<file path="config.mk">
export PLATFORM = sky130hd
export DESIGN_NAME = msa_adc_regs
export DESIGN_NICKNAME = d
export VERILOG_FILES = /design/src/msa_pkg.sv /design/src/msa_adc_regs.sv
export SDC_FILE = /design/constraint.sdc
export NUM_CORES = 1
export LEC_CHECK = 0
export ABC_AREA = 0
export BUFFER_PORTS_ARGS = -buffer_cell sky130_fd_sc_hd__buf_2
export CAP_MARGIN = 20
export CELL_PAD_IN_SITES_DETAIL_PLACEMENT = 2
export CELL_PAD_IN_SITES_GLOBAL_PLACEMENT = 2
export CORE_MARGIN = 3
export CORE_UTILIZATION = 38
export DETAILED_ROUTE_END_ITERATION = 12
export PLACE_DENSITY = 0.8
export SLEW_MARGIN = 10
export SYNTH_ARGS = -nofsm -noshare
export SYNTH_HDL_FRONTEND = slang
export SYNTH_SLANG_ARGS = --single-unit
</file>
<file path="constraint.sdc">
create_clock -name clk_sys_in -period 2.75 [get_ports clk_sys_in]
set_input_delay 0.1375 -clock clk_sys_in [delete_from_list [all_inputs] [get_ports clk_sys_in]]
set_output_delay 0.1375 -clock clk_sys_in [all_outputs]
set_load 0.01 [all_outputs]
</file>
<file path="src/msa_pkg.sv">
// Package for the mid-speed converter result and control registers.
// Assumes an 8-bit on-chip peripheral bus with byte addresses.
package msa_pkg;

	localparam logic [31:0] RES_A_HI_ADDR  = 32'hFFFF8420;
	localparam logic [31:0] RES_A_LO_ADDR  = 32'hFFFF8421;
	localparam logic [31:0] RES_B_HI_ADDR  = 32'hFFFF8422;
	localparam logic [31:0] RES_B_LO_ADDR  = 32'hFFFF8423;
	localparam logic [31:0] RES_C_HI_ADDR  = 32'hFFFF8424;
	localparam logic [31:0] RES_C_LO_ADDR  = 32'hFFFF8425;
	localparam logic [31:0] RES_D_HI_ADDR  = 32'hFFFF8426;
	localparam logic [31:0] RES_D_LO_ADDR  = 32'hFFFF8427;
	localparam logic [31:0] CTRL_STAT_ADDR = 32'hFFFF8428;
	localparam logic [31:0] TRIG_CTRL_ADDR = 32'hFFFF8429;

	localparam logic [7:0]  CTRL_STAT_RST  = 8'h00;
	localparam logic [7:0]  TRIG_CTRL_RST  = 8'h7F;
	localparam logic [15:0] RESULT_RST     = 16'h0000;

	localparam int BIT_END_FLAG = 7;
	localparam int BIT_IRQ_EN   = 6;
	localparam int BIT_START    = 5;
	localparam int BIT_SCAN     = 4;
	localparam int BIT_CLK_SEL  = 3;
	localparam int BIT_TRIG_EN  = 7;

	// Minimum conversion time per channel, at 100 MHz
	localparam int CONV_TIME_NS  = 6700;
	localparam int CLK_PERIOD_NS = 10;
	localparam int CONV_CYCLES   = (CONV_TIME_NS + CLK_PERIOD_NS - 1) / CLK_PERIOD_NS;

	typedef enum logic [1:0] {
		MSA_IDLE = 2'b00,
		MSA_CONV = 2'b01,
		MSA_WAIT = 2'b10
	} msa_state_t;

	typedef struct packed {
		logic       wr;
		logic       rd;
		logic [31:0] addr;
		logic [7:0] wdata;
	} msa_bus_req_t;

endpackage : msa_pkg

</file>
<file path="src/msa_adc_regs.sv">
// Result and control registers of an eight-channel 10-bit converter.
// Assumes an 8-bit peripheral bus (one access per strobe) and an external
// analog core that returns a 10-bit sample on request.
//
// Behaviour
// Results stored left-justified, 8 high, 2 low
// Low six bits of low byte read zero
// Channel position selects result register A-D
// Inputs 0-3 group zero, 4-7 group one
// High byte direct, low byte via holding register
// Result registers clear at reset
// End flag cleared only by writing zero
// Four result registers hold per-channel results
// Single mode one channel, scan one-to-four channels
// End interrupt raised when enabled
// Timer trigger may start conversion
// Conversion per channel no shorter than minimum
// High byte read loads low byte holder
// Select field: group bit, channel or range end
// Flag set after single or all scan channels
// Scan converts ascending from group's first channel
module msa_adc_regs
	import msa_pkg::*;
#(
	parameter int CONV_LEN = CONV_CYCLES
) (
	input  wire logic         clk_sys_in,
	input  wire logic         rst_n_in,
	input  wire msa_bus_req_t bus_req_in,
	output logic [7:0]        bus_rdata_out,
	input  wire logic         timer_trig_in,
	input  wire logic [9:0]   sample_in,
	output logic [2:0]        conv_chan_out,
	output logic              conv_busy_out,
	output logic              conv_end_irq_out
);

	logic       rst_s1_q, rst_n_q;
	logic [7:0] ctrl_q;
	logic       trig_en_q;
	logic [9:0] result_q [4];
	logic [1:0] temp_q;
	logic [7:0] rdata_q;
	logic [1:0] chan_q;
	logic [12:0] cnt_q;
	msa_state_t state_q;
	logic       done_last;
	logic       conv_done;
	logic       start_req;
	logic       wr_ctrl, wr_trig;

	always_ff @(posedge clk_sys_in or negedge rst_n_in) begin
		if (!rst_n_in) begin
			rst_s1_q <= 1'b0;
			rst_n_q  <= 1'b0;
		end else begin
			rst_s1_q <= 1'b1;
			rst_n_q  <= rst_s1_q;
		end
	end

	assign wr_ctrl   = bus_req_in.wr && bus_req_in.addr == CTRL_STAT_ADDR;
	assign wr_trig   = bus_req_in.wr && bus_req_in.addr == TRIG_CTRL_ADDR;
	assign conv_done = state_q == MSA_CONV && cnt_q == 13'(CONV_LEN - 1);
	assign done_last = conv_done && (!ctrl_q[BIT_SCAN] || chan_q == ctrl_q[1:0]);
	assign start_req = trig_en_q && timer_trig_in;

	// Control/status register; end flag set wins over clear
	always_ff @(posedge clk_sys_in or negedge rst_n_q) begin
		if (!rst_n_q) begin
			ctrl_q <= CTRL_STAT_RST;
		end else begin
			if (wr_ctrl) begin
				ctrl_q[6:0] <= bus_req_in.wdata[6:0];
				if (!bus_req_in.wdata[BIT_END_FLAG])
					ctrl_q[BIT_END_FLAG] <= 1'b0;
			end
			if (start_req)
				ctrl_q[BIT_START] <= 1'b1;
			if (done_last) begin
				ctrl_q[BIT_END_FLAG] <= 1'b1;
				if (!ctrl_q[BIT_SCAN])
					ctrl_q[BIT_START] <= 1'b0;
			end
		end
	end

	always_ff @(posedge clk_sys_in or negedge rst_n_q) begin
		if (!rst_n_q) begin
			trig_en_q <= TRIG_CTRL_RST[BIT_TRIG_EN];
		end else if (wr_trig) begin
			trig_en_q <= bus_req_in.wdata[BIT_TRIG_EN];
		end
	end

	// Sequencer: one channel per CONV_LEN cycles, scan pauses on flag only when the interrupt is enabled
	always_ff @(posedge clk_sys_in or negedge rst_n_q) begin
		if (!rst_n_q) begin
			state_q <= MSA_IDLE;
			cnt_q   <= '0;
			chan_q  <= '0;
		end else begin
			case (state_q)
				MSA_IDLE: begin
					cnt_q <= '0;
					if (ctrl_q[BIT_START]) begin
						state_q <= MSA_CONV;
						chan_q  <= ctrl_q[BIT_SCAN] ? 2'b00 : ctrl_q[1:0];
					end
				end
				MSA_CONV: begin
					if (!ctrl_q[BIT_START]) begin
						state_q <= MSA_IDLE;
					end else if (conv_done) begin
						cnt_q <= '0;
						if (!ctrl_q[BIT_SCAN]) begin
							state_q <= MSA_IDLE;
						end else if (chan_q == ctrl_q[1:0]) begin
							chan_q  <= 2'b00;
							state_q <= ctrl_q[BIT_IRQ_EN] ? MSA_WAIT : MSA_CONV;
						end else begin
							chan_q <= chan_q + 2'b01;
						end
					end else begin
						cnt_q <= cnt_q + 13'h0001;
					end
				end
				MSA_WAIT: begin
					if (!ctrl_q[BIT_START])
						state_q <= MSA_IDLE;
					else if (!ctrl_q[BIT_END_FLAG])
						state_q <= MSA_CONV;
				end
				default: state_q <= MSA_IDLE;
			endcase
		end
	end

	// Result storage by channel position within group
	always_ff @(posedge clk_sys_in or negedge rst_n_q) begin
		if (!rst_n_q) begin
			for (int i = 0; i < 4; i++)
				result_q[i] <= RESULT_RST[9:0];
		end else if (conv_done && ctrl_q[BIT_START]) begin
			result_q[chan_q] <= sample_in;
		end
	end

	// Read path: high byte direct, low byte from holding register
	always_ff @(posedge clk_sys_in or negedge rst_n_q) begin
		if (!rst_n_q) begin
			temp_q  <= '0;
			rdata_q <= '0;
		end else begin
			rdata_q <= 8'h00;
			if (bus_req_in.rd) begin
				if (bus_req_in.addr >= RES_A_HI_ADDR && bus_req_in.addr <= RES_D_LO_ADDR) begin
					if (!bus_req_in.addr[0]) begin
						rdata_q <= result_q[bus_req_in.addr[2:1]][9:2];
						temp_q  <= result_q[bus_req_in.addr[2:1]][1:0];
					end else begin
						rdata_q <= {temp_q, 6'b000000};
					end
				end else if (bus_req_in.addr == CTRL_STAT_ADDR) begin
					rdata_q <= ctrl_q;
				end else if (bus_req_in.addr == TRIG_CTRL_ADDR) begin
					rdata_q <= {trig_en_q, TRIG_CTRL_RST[6:0]};
				end
			end
		end
	end

	assign bus_rdata_out    = rdata_q;
	assign conv_chan_out    = {ctrl_q[2], chan_q};
	assign conv_busy_out    = state_q == MSA_CONV;
	assign conv_end_irq_out = ctrl_q[BIT_END_FLAG] && ctrl_q[BIT_IRQ_EN];

	property p_flag_on_last;
		@(posedge clk_sys_in) disable iff (!rst_n_q)
		done_last |=> ctrl_q[BIT_END_FLAG];
	endproperty
	a_flag_on_last: assert property (p_flag_on_last) else $error("end flag not set");

	property p_store;
		@(posedge clk_sys_in) disable iff (!rst_n_q)
		(conv_done && ctrl_q[BIT_START]) |=> result_q[$past(chan_q)] == $past(sample_in);
	endproperty
	a_store: assert property (p_store) else $error("result not stored");

	property p_low_zero;
		@(posedge clk_sys_in) disable iff (!rst_n_q)
		(bus_req_in.rd && bus_req_in.addr[31:4] == RES_A_HI_ADDR[31:4] && bus_req_in.addr[3] == 1'b0
			&& bus_req_in.addr[0]) |=> rdata_q[5:0] == 6'b000000;
	endproperty
	a_low_zero: assert property (p_low_zero) else $error("reserved bits nonzero");

	property p_min_time;
		@(posedge clk_sys_in) disable iff (!rst_n_q)
		conv_done |-> cnt_q >= 13'(CONV_CYCLES - 1);
	endproperty
	a_min_time: assert property (p_min_time) else $error("conversion too short");

	property p_irq;
		@(posedge clk_sys_in) disable iff (!rst_n_q)
		(done_last && ctrl_q[BIT_IRQ_EN] && !wr_ctrl) |=> conv_end_irq_out;
	endproperty
	a_irq: assert property (p_irq) else $error("irq not raised on end");

	property p_trig;
		@(posedge clk_sys_in) disable iff (!rst_n_q)
		(trig_en_q && timer_trig_in && !done_last) |=> ctrl_q[BIT_START];
	endproperty
	a_trig: assert property (p_trig) else $error("trigger ignored");

	property p_no_set;
		@(posedge clk_sys_in) disable iff (!rst_n_q)
		(!ctrl_q[BIT_END_FLAG] && !done_last) |=> !ctrl_q[BIT_END_FLAG];
	endproperty
	a_no_set: assert property (p_no_set) else $error("flag set by write");

	property p_scan_order;
		@(posedge clk_sys_in) disable iff (!rst_n_q)
		(conv_done && ctrl_q[BIT_SCAN] && ctrl_q[BIT_START] && chan_q != ctrl_q[1:0])
			|=> chan_q == $past(chan_q) + 2'b01;
	endproperty
	a_scan_order: assert property (p_scan_order) else $error("scan order wrong");

	property p_single_stop;
		@(posedge clk_sys_in) disable iff (!rst_n_q)
		(done_last && !ctrl_q[BIT_SCAN]) |=> !ctrl_q[BIT_START];
	endproperty
	a_single_stop: assert property (p_single_stop) else $error("single start not cleared");

	property p_scan_first;
		@(posedge clk_sys_in) disable iff (!rst_n_q)
		(state_q == MSA_IDLE && ctrl_q[BIT_START] && ctrl_q[BIT_SCAN]) |=> chan_q == 2'b00 && conv_busy_out;
	endproperty
	a_scan_first: assert property (p_scan_first) else $error("scan not from first channel");

	property p_scan_wrap;
		@(posedge clk_sys_in) disable iff (!rst_n_q)
		(conv_done && ctrl_q[BIT_SCAN] && ctrl_q[BIT_START] && chan_q == ctrl_q[1:0]) |=> chan_q == 2'b00;
	endproperty
	a_scan_wrap: assert property (p_scan_wrap) else $error("scan range end ignored");

	property p_single_chan;
		@(posedge clk_sys_in) disable iff (!rst_n_q)
		(state_q == MSA_IDLE && ctrl_q[BIT_START] && !ctrl_q[BIT_SCAN] && !wr_ctrl)
			|=> conv_chan_out == $past(ctrl_q[2:0]);
	endproperty
	a_single_chan: assert property (p_single_chan) else $error("single channel wrong");

	property p_pause;
		@(posedge clk_sys_in) disable iff (!rst_n_q)
		(state_q == MSA_WAIT && ctrl_q[BIT_END_FLAG]) |=> !conv_busy_out;
	endproperty
	a_pause: assert property (p_pause) else $error("scan did not pause on flag");

	property p_high_read;
		@(posedge clk_sys_in) disable iff (!rst_n_q)
		(bus_req_in.rd && bus_req_in.addr[31:3] == RES_A_HI_ADDR[31:3] && !bus_req_in.addr[0])
			|=> rdata_q == $past(result_q[bus_req_in.addr[2:1]][9:2]);
	endproperty
	a_high_read: assert property (p_high_read) else $error("high byte wrong");

	property p_holder;
		@(posedge clk_sys_in) disable iff (!rst_n_q)
		(bus_req_in.rd && bus_req_in.addr[31:3] == RES_A_HI_ADDR[31:3] && !bus_req_in.addr[0])
			|=> temp_q == $past(result_q[bus_req_in.addr[2:1]][1:0]);
	endproperty
	a_holder: assert property (p_holder) else $error("holder not loaded");

	property p_low_read;
		@(posedge clk_sys_in) disable iff (!rst_n_q)
		(bus_req_in.rd && bus_req_in.addr[31:3] == RES_A_HI_ADDR[31:3] && bus_req_in.addr[0])
			|=> rdata_q == {$past(temp_q), 6'b000000};
	endproperty
	a_low_read: assert property (p_low_read) else $error("low byte not from holder");

	property p_trig_off;
		@(posedge clk_sys_in) disable iff (!rst_n_q)
		(!trig_en_q && !wr_ctrl && !ctrl_q[BIT_START]) |=> !ctrl_q[BIT_START];
	endproperty
	a_trig_off: assert property (p_trig_off) else $error("disabled trigger started");

	property p_flag_hold;
		@(posedge clk_sys_in) disable iff (!rst_n_q)
		(ctrl_q[BIT_END_FLAG] && !(wr_ctrl && !bus_req_in.wdata[BIT_END_FLAG])) |=> ctrl_q[BIT_END_FLAG];
	endproperty
	a_flag_hold: assert property (p_flag_hold) else $error("end flag lost");

	property p_flag_clear;
		@(posedge clk_sys_in) disable iff (!rst_n_q)
		(wr_ctrl && !bus_req_in.wdata[BIT_END_FLAG] && !done_last) |=> !ctrl_q[BIT_END_FLAG];
	endproperty
	a_flag_clear: assert property (p_flag_clear) else $error("end flag not cleared");

	property p_rdata_idle;
		@(posedge clk_sys_in) disable iff (!rst_n_q)
		!bus_req_in.rd |=> rdata_q == 8'h00;
	endproperty
	a_rdata_idle: assert property (p_rdata_idle) else $error("read data not idle");

	property p_result_hold;
		@(posedge clk_sys_in) disable iff (!rst_n_q)
		!(conv_done && ctrl_q[BIT_START]) |=> result_q[0] == $past(result_q[0]) && result_q[1] == $past(result_q[1])
			&& result_q[2] == $past(result_q[2]) && result_q[3] == $past(result_q[3]);
	endproperty
	a_result_hold: assert property (p_result_hold) else $error("result changed without conversion");

endmodule : msa_adc_regs

</file>
Yosys cells after proc, flatten, opt, wreduce, memory -nomap -nowiden

Index checks and enable logic that the tools add are counted.

Register bits after elaboration: 78
Input port bits: 55
Output and inout port bits: 13
Logic and storage cells: 94

Add/sub/neg operators: 2
$lt $le $gt $ge: 5
Equal/unequal tests: 14
Muxes and demuxes: 36
Bitwise gates (word level): 3
Reduce and logical (&&, ||, !) cells: 19

Operators by type and width:

| kind                    | count |
|---|---|
| $eq A32 B32 Y1 const B  | 2 |
| $mux W8                 | 6 |
| $bwmux W40              | 1 |
| $ge A32 B32 Y1 const B  | 1 |
| $le A32 B32 Y1 const B  | 1 |
| $mux W10                | 3 |
| $mux W2                 | 14 |
| $mux W13                | 2 |
| $pmux W13 S2            | 1 |
| $bmux W10 S2            | 1 |
| $demux W10 S2           | 1 |
| $add A13 B1 Y13 const B | 1 |
| $eq A13 B10 Y1 const B  | 1 |
| $logic_and A1 B1 Y1     | 9 |
| $ne A2 B1 Y1 const B    | 4 |
| $ge A3 B3 Y1 const B    | 2 |
| $not A2 Y3              | 2 |
| $pmux W2 S3             | 1 |
| $mux W1                 | 5 |
| $reduce_and A5 Y1       | 1 |
| $ne A4 B3 Y1 const B    | 1 |
| $pmux W2 S2             | 1 |
| $reduce_and A2 Y1       | 2 |
| $reduce_and A4 Y1       | 1 |
| other kinds (14)        | 15 |

Logic depth before layout (Yosys ltp)

Depth in word-level cells: 7
Mapped depth: 8
Mapped depth without buffers: 7

Least setup slack after synthesis

No wires, ideal clock.

Kind: flip-flop to flip-flop
From: reg cnt_q[10]
To: reg result_q[0] (netlist bit)
Setup time: 0.125 ns
Arrival time: 2.105 ns
Path slack: 0.520 ns
Stages on the path, launching flop included: 7
Path buffers: 1
Clock period less this slack: 2.230 ns
Cell sequence: dfrtp_1 -> or4_4 -> nor4_4 -> and3_4 -> buf_12 -> nand2_8 -> mux2_4

Word-level cells in the longest chain between the ends: 3

Ends and longest elaborated chain:

| element                        | line                | RTL |
|---|---|---|
| start: declaration             | msa_adc_regs.sv:45  | `logic [12:0] cnt_q;` |
| start signal: assignment       | msa_adc_regs.sv:125 | `cnt_q <= cnt_q + 13'h0001;` |
| $eq A13 B10 Y1                 | msa_adc_regs.sv:64  | `assign conv_done = state_q == MSA_CONV && cnt_q == 13'(CONV_LEN - 1);` |
| $logic_and A1 B1 Y1            | msa_adc_regs.sv:64  |  |
| $logic_and A1 B1 Y1            | msa_adc_regs.sv:144 | `end else if (conv_done && ctrl_q[BIT_START]) begin` |
| end signal: indexed assignment | msa_adc_regs.sv:143 | `result_q[i] <= RESULT_RST[9:0];` |
| end signal: indexed assignment | msa_adc_regs.sv:145 | `result_q[chan_q] <= sample_in;` |
| end: declaration               | msa_adc_regs.sv:41  | `logic [9:0] result_q [4];` |

No other way between the ends.
A chain may end at the register's enable or synchronous reset.

Worst setup path in the final report

From: reg cnt_q[10]
To: reg ctrl_q[5]

Word-level cells in the longest chain between the ends: 4

Ends and longest elaborated chain:

| element                | line               | RTL |
|---|---|---|
| $eq A13 B10 Y1         | msa_adc_regs.sv:64 |  |
| $logic_and A1 B1 Y1    | msa_adc_regs.sv:64 |  |
| $logic_and A1 B1 Y1    | msa_adc_regs.sv:65 | `assign done_last = conv_done && (!ctrl_q[BIT_SCAN] \|\| chan_q == ctrl_q[1:0]);` |
| $mux W1                | msa_adc_regs.sv:80 | `if (done_last) begin` |
| end signal: assignment | msa_adc_regs.sv:74 | `ctrl_q[6:0] <= bus_req_in.wdata[6:0];` |
| end: declaration       | msa_adc_regs.sv:39 | `logic [7:0] ctrl_q;` |

No other way between the ends.

==> reports/metrics.csv <==
stage;metric;value;unit
status;outcome;finished clean;
power_and_ir_drop;p_seq_share;53.1;%
timing;drv_slew;0;
die;dieHeight;109;µm
place;gp_congestion;0.777;
drt;drt-pass1-iter-count;4;
power_and_ir_drop;p_int;1.73;mW
die;core_area;0.0100;mm²
cts;clockRootBuffer;clkbuf_8;
final_layout;post-route-util;47.7;%
logic_synthesis;ys.flop_type;dfrtp_1;
power_and_ir_drop;p_comb_share;7.7;%
timing;fmax;437;MHz
grt;grt_first_pass_wirelength;18400;µm
setup_path;crit_path_end_kind;flop;
drt;ant_nets;0;
setup_path;arrival;2.52;ns
cts;htree_levels;3;
timing;skew;0.0110;ns
power_and_ir_drop;switchingPower;0.551;mW
cts;path_clk_slew;0.08;ns
final_layout;final_nets;458;
final_layout;antenna_cells;0;
timing;rsz0062_at_grt;false;
die;dieArea;0.0119;mm²
logic_synthesis;async_reset_ff_share;100;%
logic_synthesis;synth_warnings;0;
die;rows;36;
power_and_ir_drop;p_leak;2.24;nW
logic_synthesis;synth-edff-count;0;
grt;grt_pass1_vias;3339;
timing;worst_slew_pin_slew;0.947;ns
timing;relSlewSlack;36.9;%
drt;viasPerCell;5.43;
timing;setup_viol_count_final;0;
grt;track_usage;20.8;%
drt;post_drt_wl_per_cell;21.1;µm
drt;wl;11300;µm
power_and_ir_drop;clkPwrFrac;39.2;%
timing;fin_crit;2.29;ns
logic_synthesis;synth_seq_cells;78;
power_and_ir_drop;power_density;475;mW/mm²
cts;cts_buffers;9;
cts;clk_path_buf_depth;2;
logic_synthesis;synthCells;317;
logic_synthesis;syn_nets;378;
flow_run;drv_cap;0;
power_and_ir_drop;irDropWorstVdd;0.000271;V
worst_hold_path;hold_class;in -> reg;
timing;final_hold_viol_count;0;
place;dp_cells;512;
timing;fin_crit_sh;83.2;%
grt;grt_start_max_net_pins;43;
die;initial_core_util;40.1;%
place;io_buffers;67;
logic_synthesis;synth_area;0.00403;mm²
setup_path;required;2.98;ns
drt;dr.first_iter.drc_count;75;
die;ios;68;
final_layout;area_growth;18.7;%
cts;cts_tree;built;
final_layout;drive_gt1_share;39.8;%
setup_path;critPathKind;reg -> reg;
place;dp_hpwl;8330;µm
cts;cts.sinks;78;
logic_synthesis;synth_cell_type_count;56;
power_and_ir_drop;swShare;24.2;%
final_layout;fillers;1013;
cts;postCtsSetupBuffers;0;
drt;route.detailed.drc;0;
grt;grt.overflow.total;0;
setup_path;start_kind;flop;
grt;antenna_found_initial;0;
timing;finalSetupTns;0;ns
cts;insertion_delay;0.37;ns
logic_synthesis;synth_area_per_cell;12.7;µm²
die;die_x;109;µm
logic_synthesis;synth.yosys.seq_area_share;48.4;%
final_layout;stdcell_count;535;
drt;vias;2905;
setup_path;cp_max_fo;6;
==> cell type report <==
type	instances	area, µm²	area share (%)
inverter	9	33.8	0.706
clock buffer	11	141	2.95
timing repair buffer	80	450	9.41
tap	133	166	3.48
clock inverter	5	58.8	1.23
multi-input combinational	219	1980	41.4
sequential	78	1950	40.8
==> state kept, by name (all words and copies together), names as in the netlist, 2 cells and up <==
register / count
bus_rdata_out: 8
result_q: 40
cnt_q: 13
chan_q: 2
temp_q: 2
state_q: 2
ctrl_q: 8
==> what timing repair did <==
| item | CTS | global route |
|---|---|---|
| hold buffers | 6 | 1 |
| endpoints found under the hold margin | 7 | 1 |
| resized for setup | 0 | 0 |
==> per-layer routing <==
layer | GRT usage, % | share of wire [%] | up-vias
met5 | 0 | 0 | -
met4 | 6.22 | 1.2 | 0
met3 | 5.03 | 3.2 | 12
met2 | 35.8 | 52 | 43
met1 | 25.9 | 43 | 1524
li1 | - | - | 1326
==> critical path, stage by stage, from the launching register on <==
cell,delay (ns)
dfrtp_1,0.44
or4_4,0.58
or4_1,0.57
or3b_1,0.39
nor2_1,0.11
nor3_1,0.07
==> synth_stat cells (4+ instances only) <==
master	instances	area (µm²)
a21oi_1	12	60.1
inv_1	9	33.8
nand4_1	11	68.8
nand3_1	8	40.0
nor4_1	4	25.0
mux2_2	9	101
nor2_1	22	82.6
nand2_8	4	80.1
ha_1	6	75.1
o21ai_0	15	75.1
mux2_4	40	601
clkbuf_1	7	26.3
xor2_1	7	61.3
nand2_1	17	63.8
mux4_2	10	225
a31oi_1	6	37.5
dfrtp_1	78	1950
==> power by group through the flow <==
stage | registers, mW | clock network (mW) | logic (mW)
finish | 1.21 | 0.891 | 0.176
global placement | 1.23 | 0 | 0.160
floorplan | 1.23 | 0 | 0.0895
detailed placement | 1.23 | 0 | 0.169
CTS | 1.21 | 0.931 | 0.177
global route | 1.21 | 0.974 | 0.192
==> worst paths after layout <==
check | depth (start not counted) | slack, ns | end | startpoint
max | 5 | 0.46 | ctrl_q[5] | cnt_q[10]
min | 3 | 0.03 | ctrl_q[7] | bus_req_in[7]
max reg2reg | 5 | 0.46 | ctrl_q[5] | cnt_q[10]
min reg2reg | 0 | 0.37 | rst_n_q | rst_s1_q
max in group asynchronous | 1 | 1.53 | result_q[33] | rst_n_q
min in group asynchronous | 2 | 0.08 | rst_n_q | rst_n_in
==> cell usage in the layout (no fill, tap or decap), types with 3 or more instances in the layout <==
master and count:
dfrtp_1 77, clkbuf_8 10, mux2_2 9, nand2_8 4
nand4_1 11, o21ai_0 15, dlygate4sd3_1 7, nor2_1 22
and2_1 3, nor3_1 3, and3_1 3, nand3_1 8
buf_2 67, a31oi_1 6, mux2_4 40, nor4_1 4
nand2_1 17, buf_4 6, a21oi_1 12, xor2_1 7
ha_1 6, inv_1 9, mux4_2 10
==> metrics by stage <==
step | power, mW | hold slack (ns) | area (µm²) | setup slack, ns
6_report | 2.28 | 0.0336 | 4790 | 0.462
5_1_grt | 2.38 | 0.0310 | 4790 | 0.313
3_3_place_gp | 1.39 | -0.0778 | 4520 | 0.525
3_5_place_dp | 1.40 | -0.0737 | 4520 | 0.469
2_1_floorplan | 1.32 | -0.158 | 4030 | 0.417
4_1_cts | 2.32 | 0.00327 | 4780 | 0.459
==> cells by family (layout without fill, tap and decap cells) <==
group                      Yosys count  in the layout  synth area share, %
and+or+nand+nor                     99             99                 15.6
DFF                                 78             78                 48.4
muxes                               60             60                 23.2
AOI/OAI and AO/OA                   45             45                 6.67
buffers and inverters               20            105                 2.39
xor gates and xnor gates             8              8                 1.74
adders and majority gates            6              6                 1.86
other                                1              1               0.0930
No activity file was read; power rests on OpenSTA's default activity.
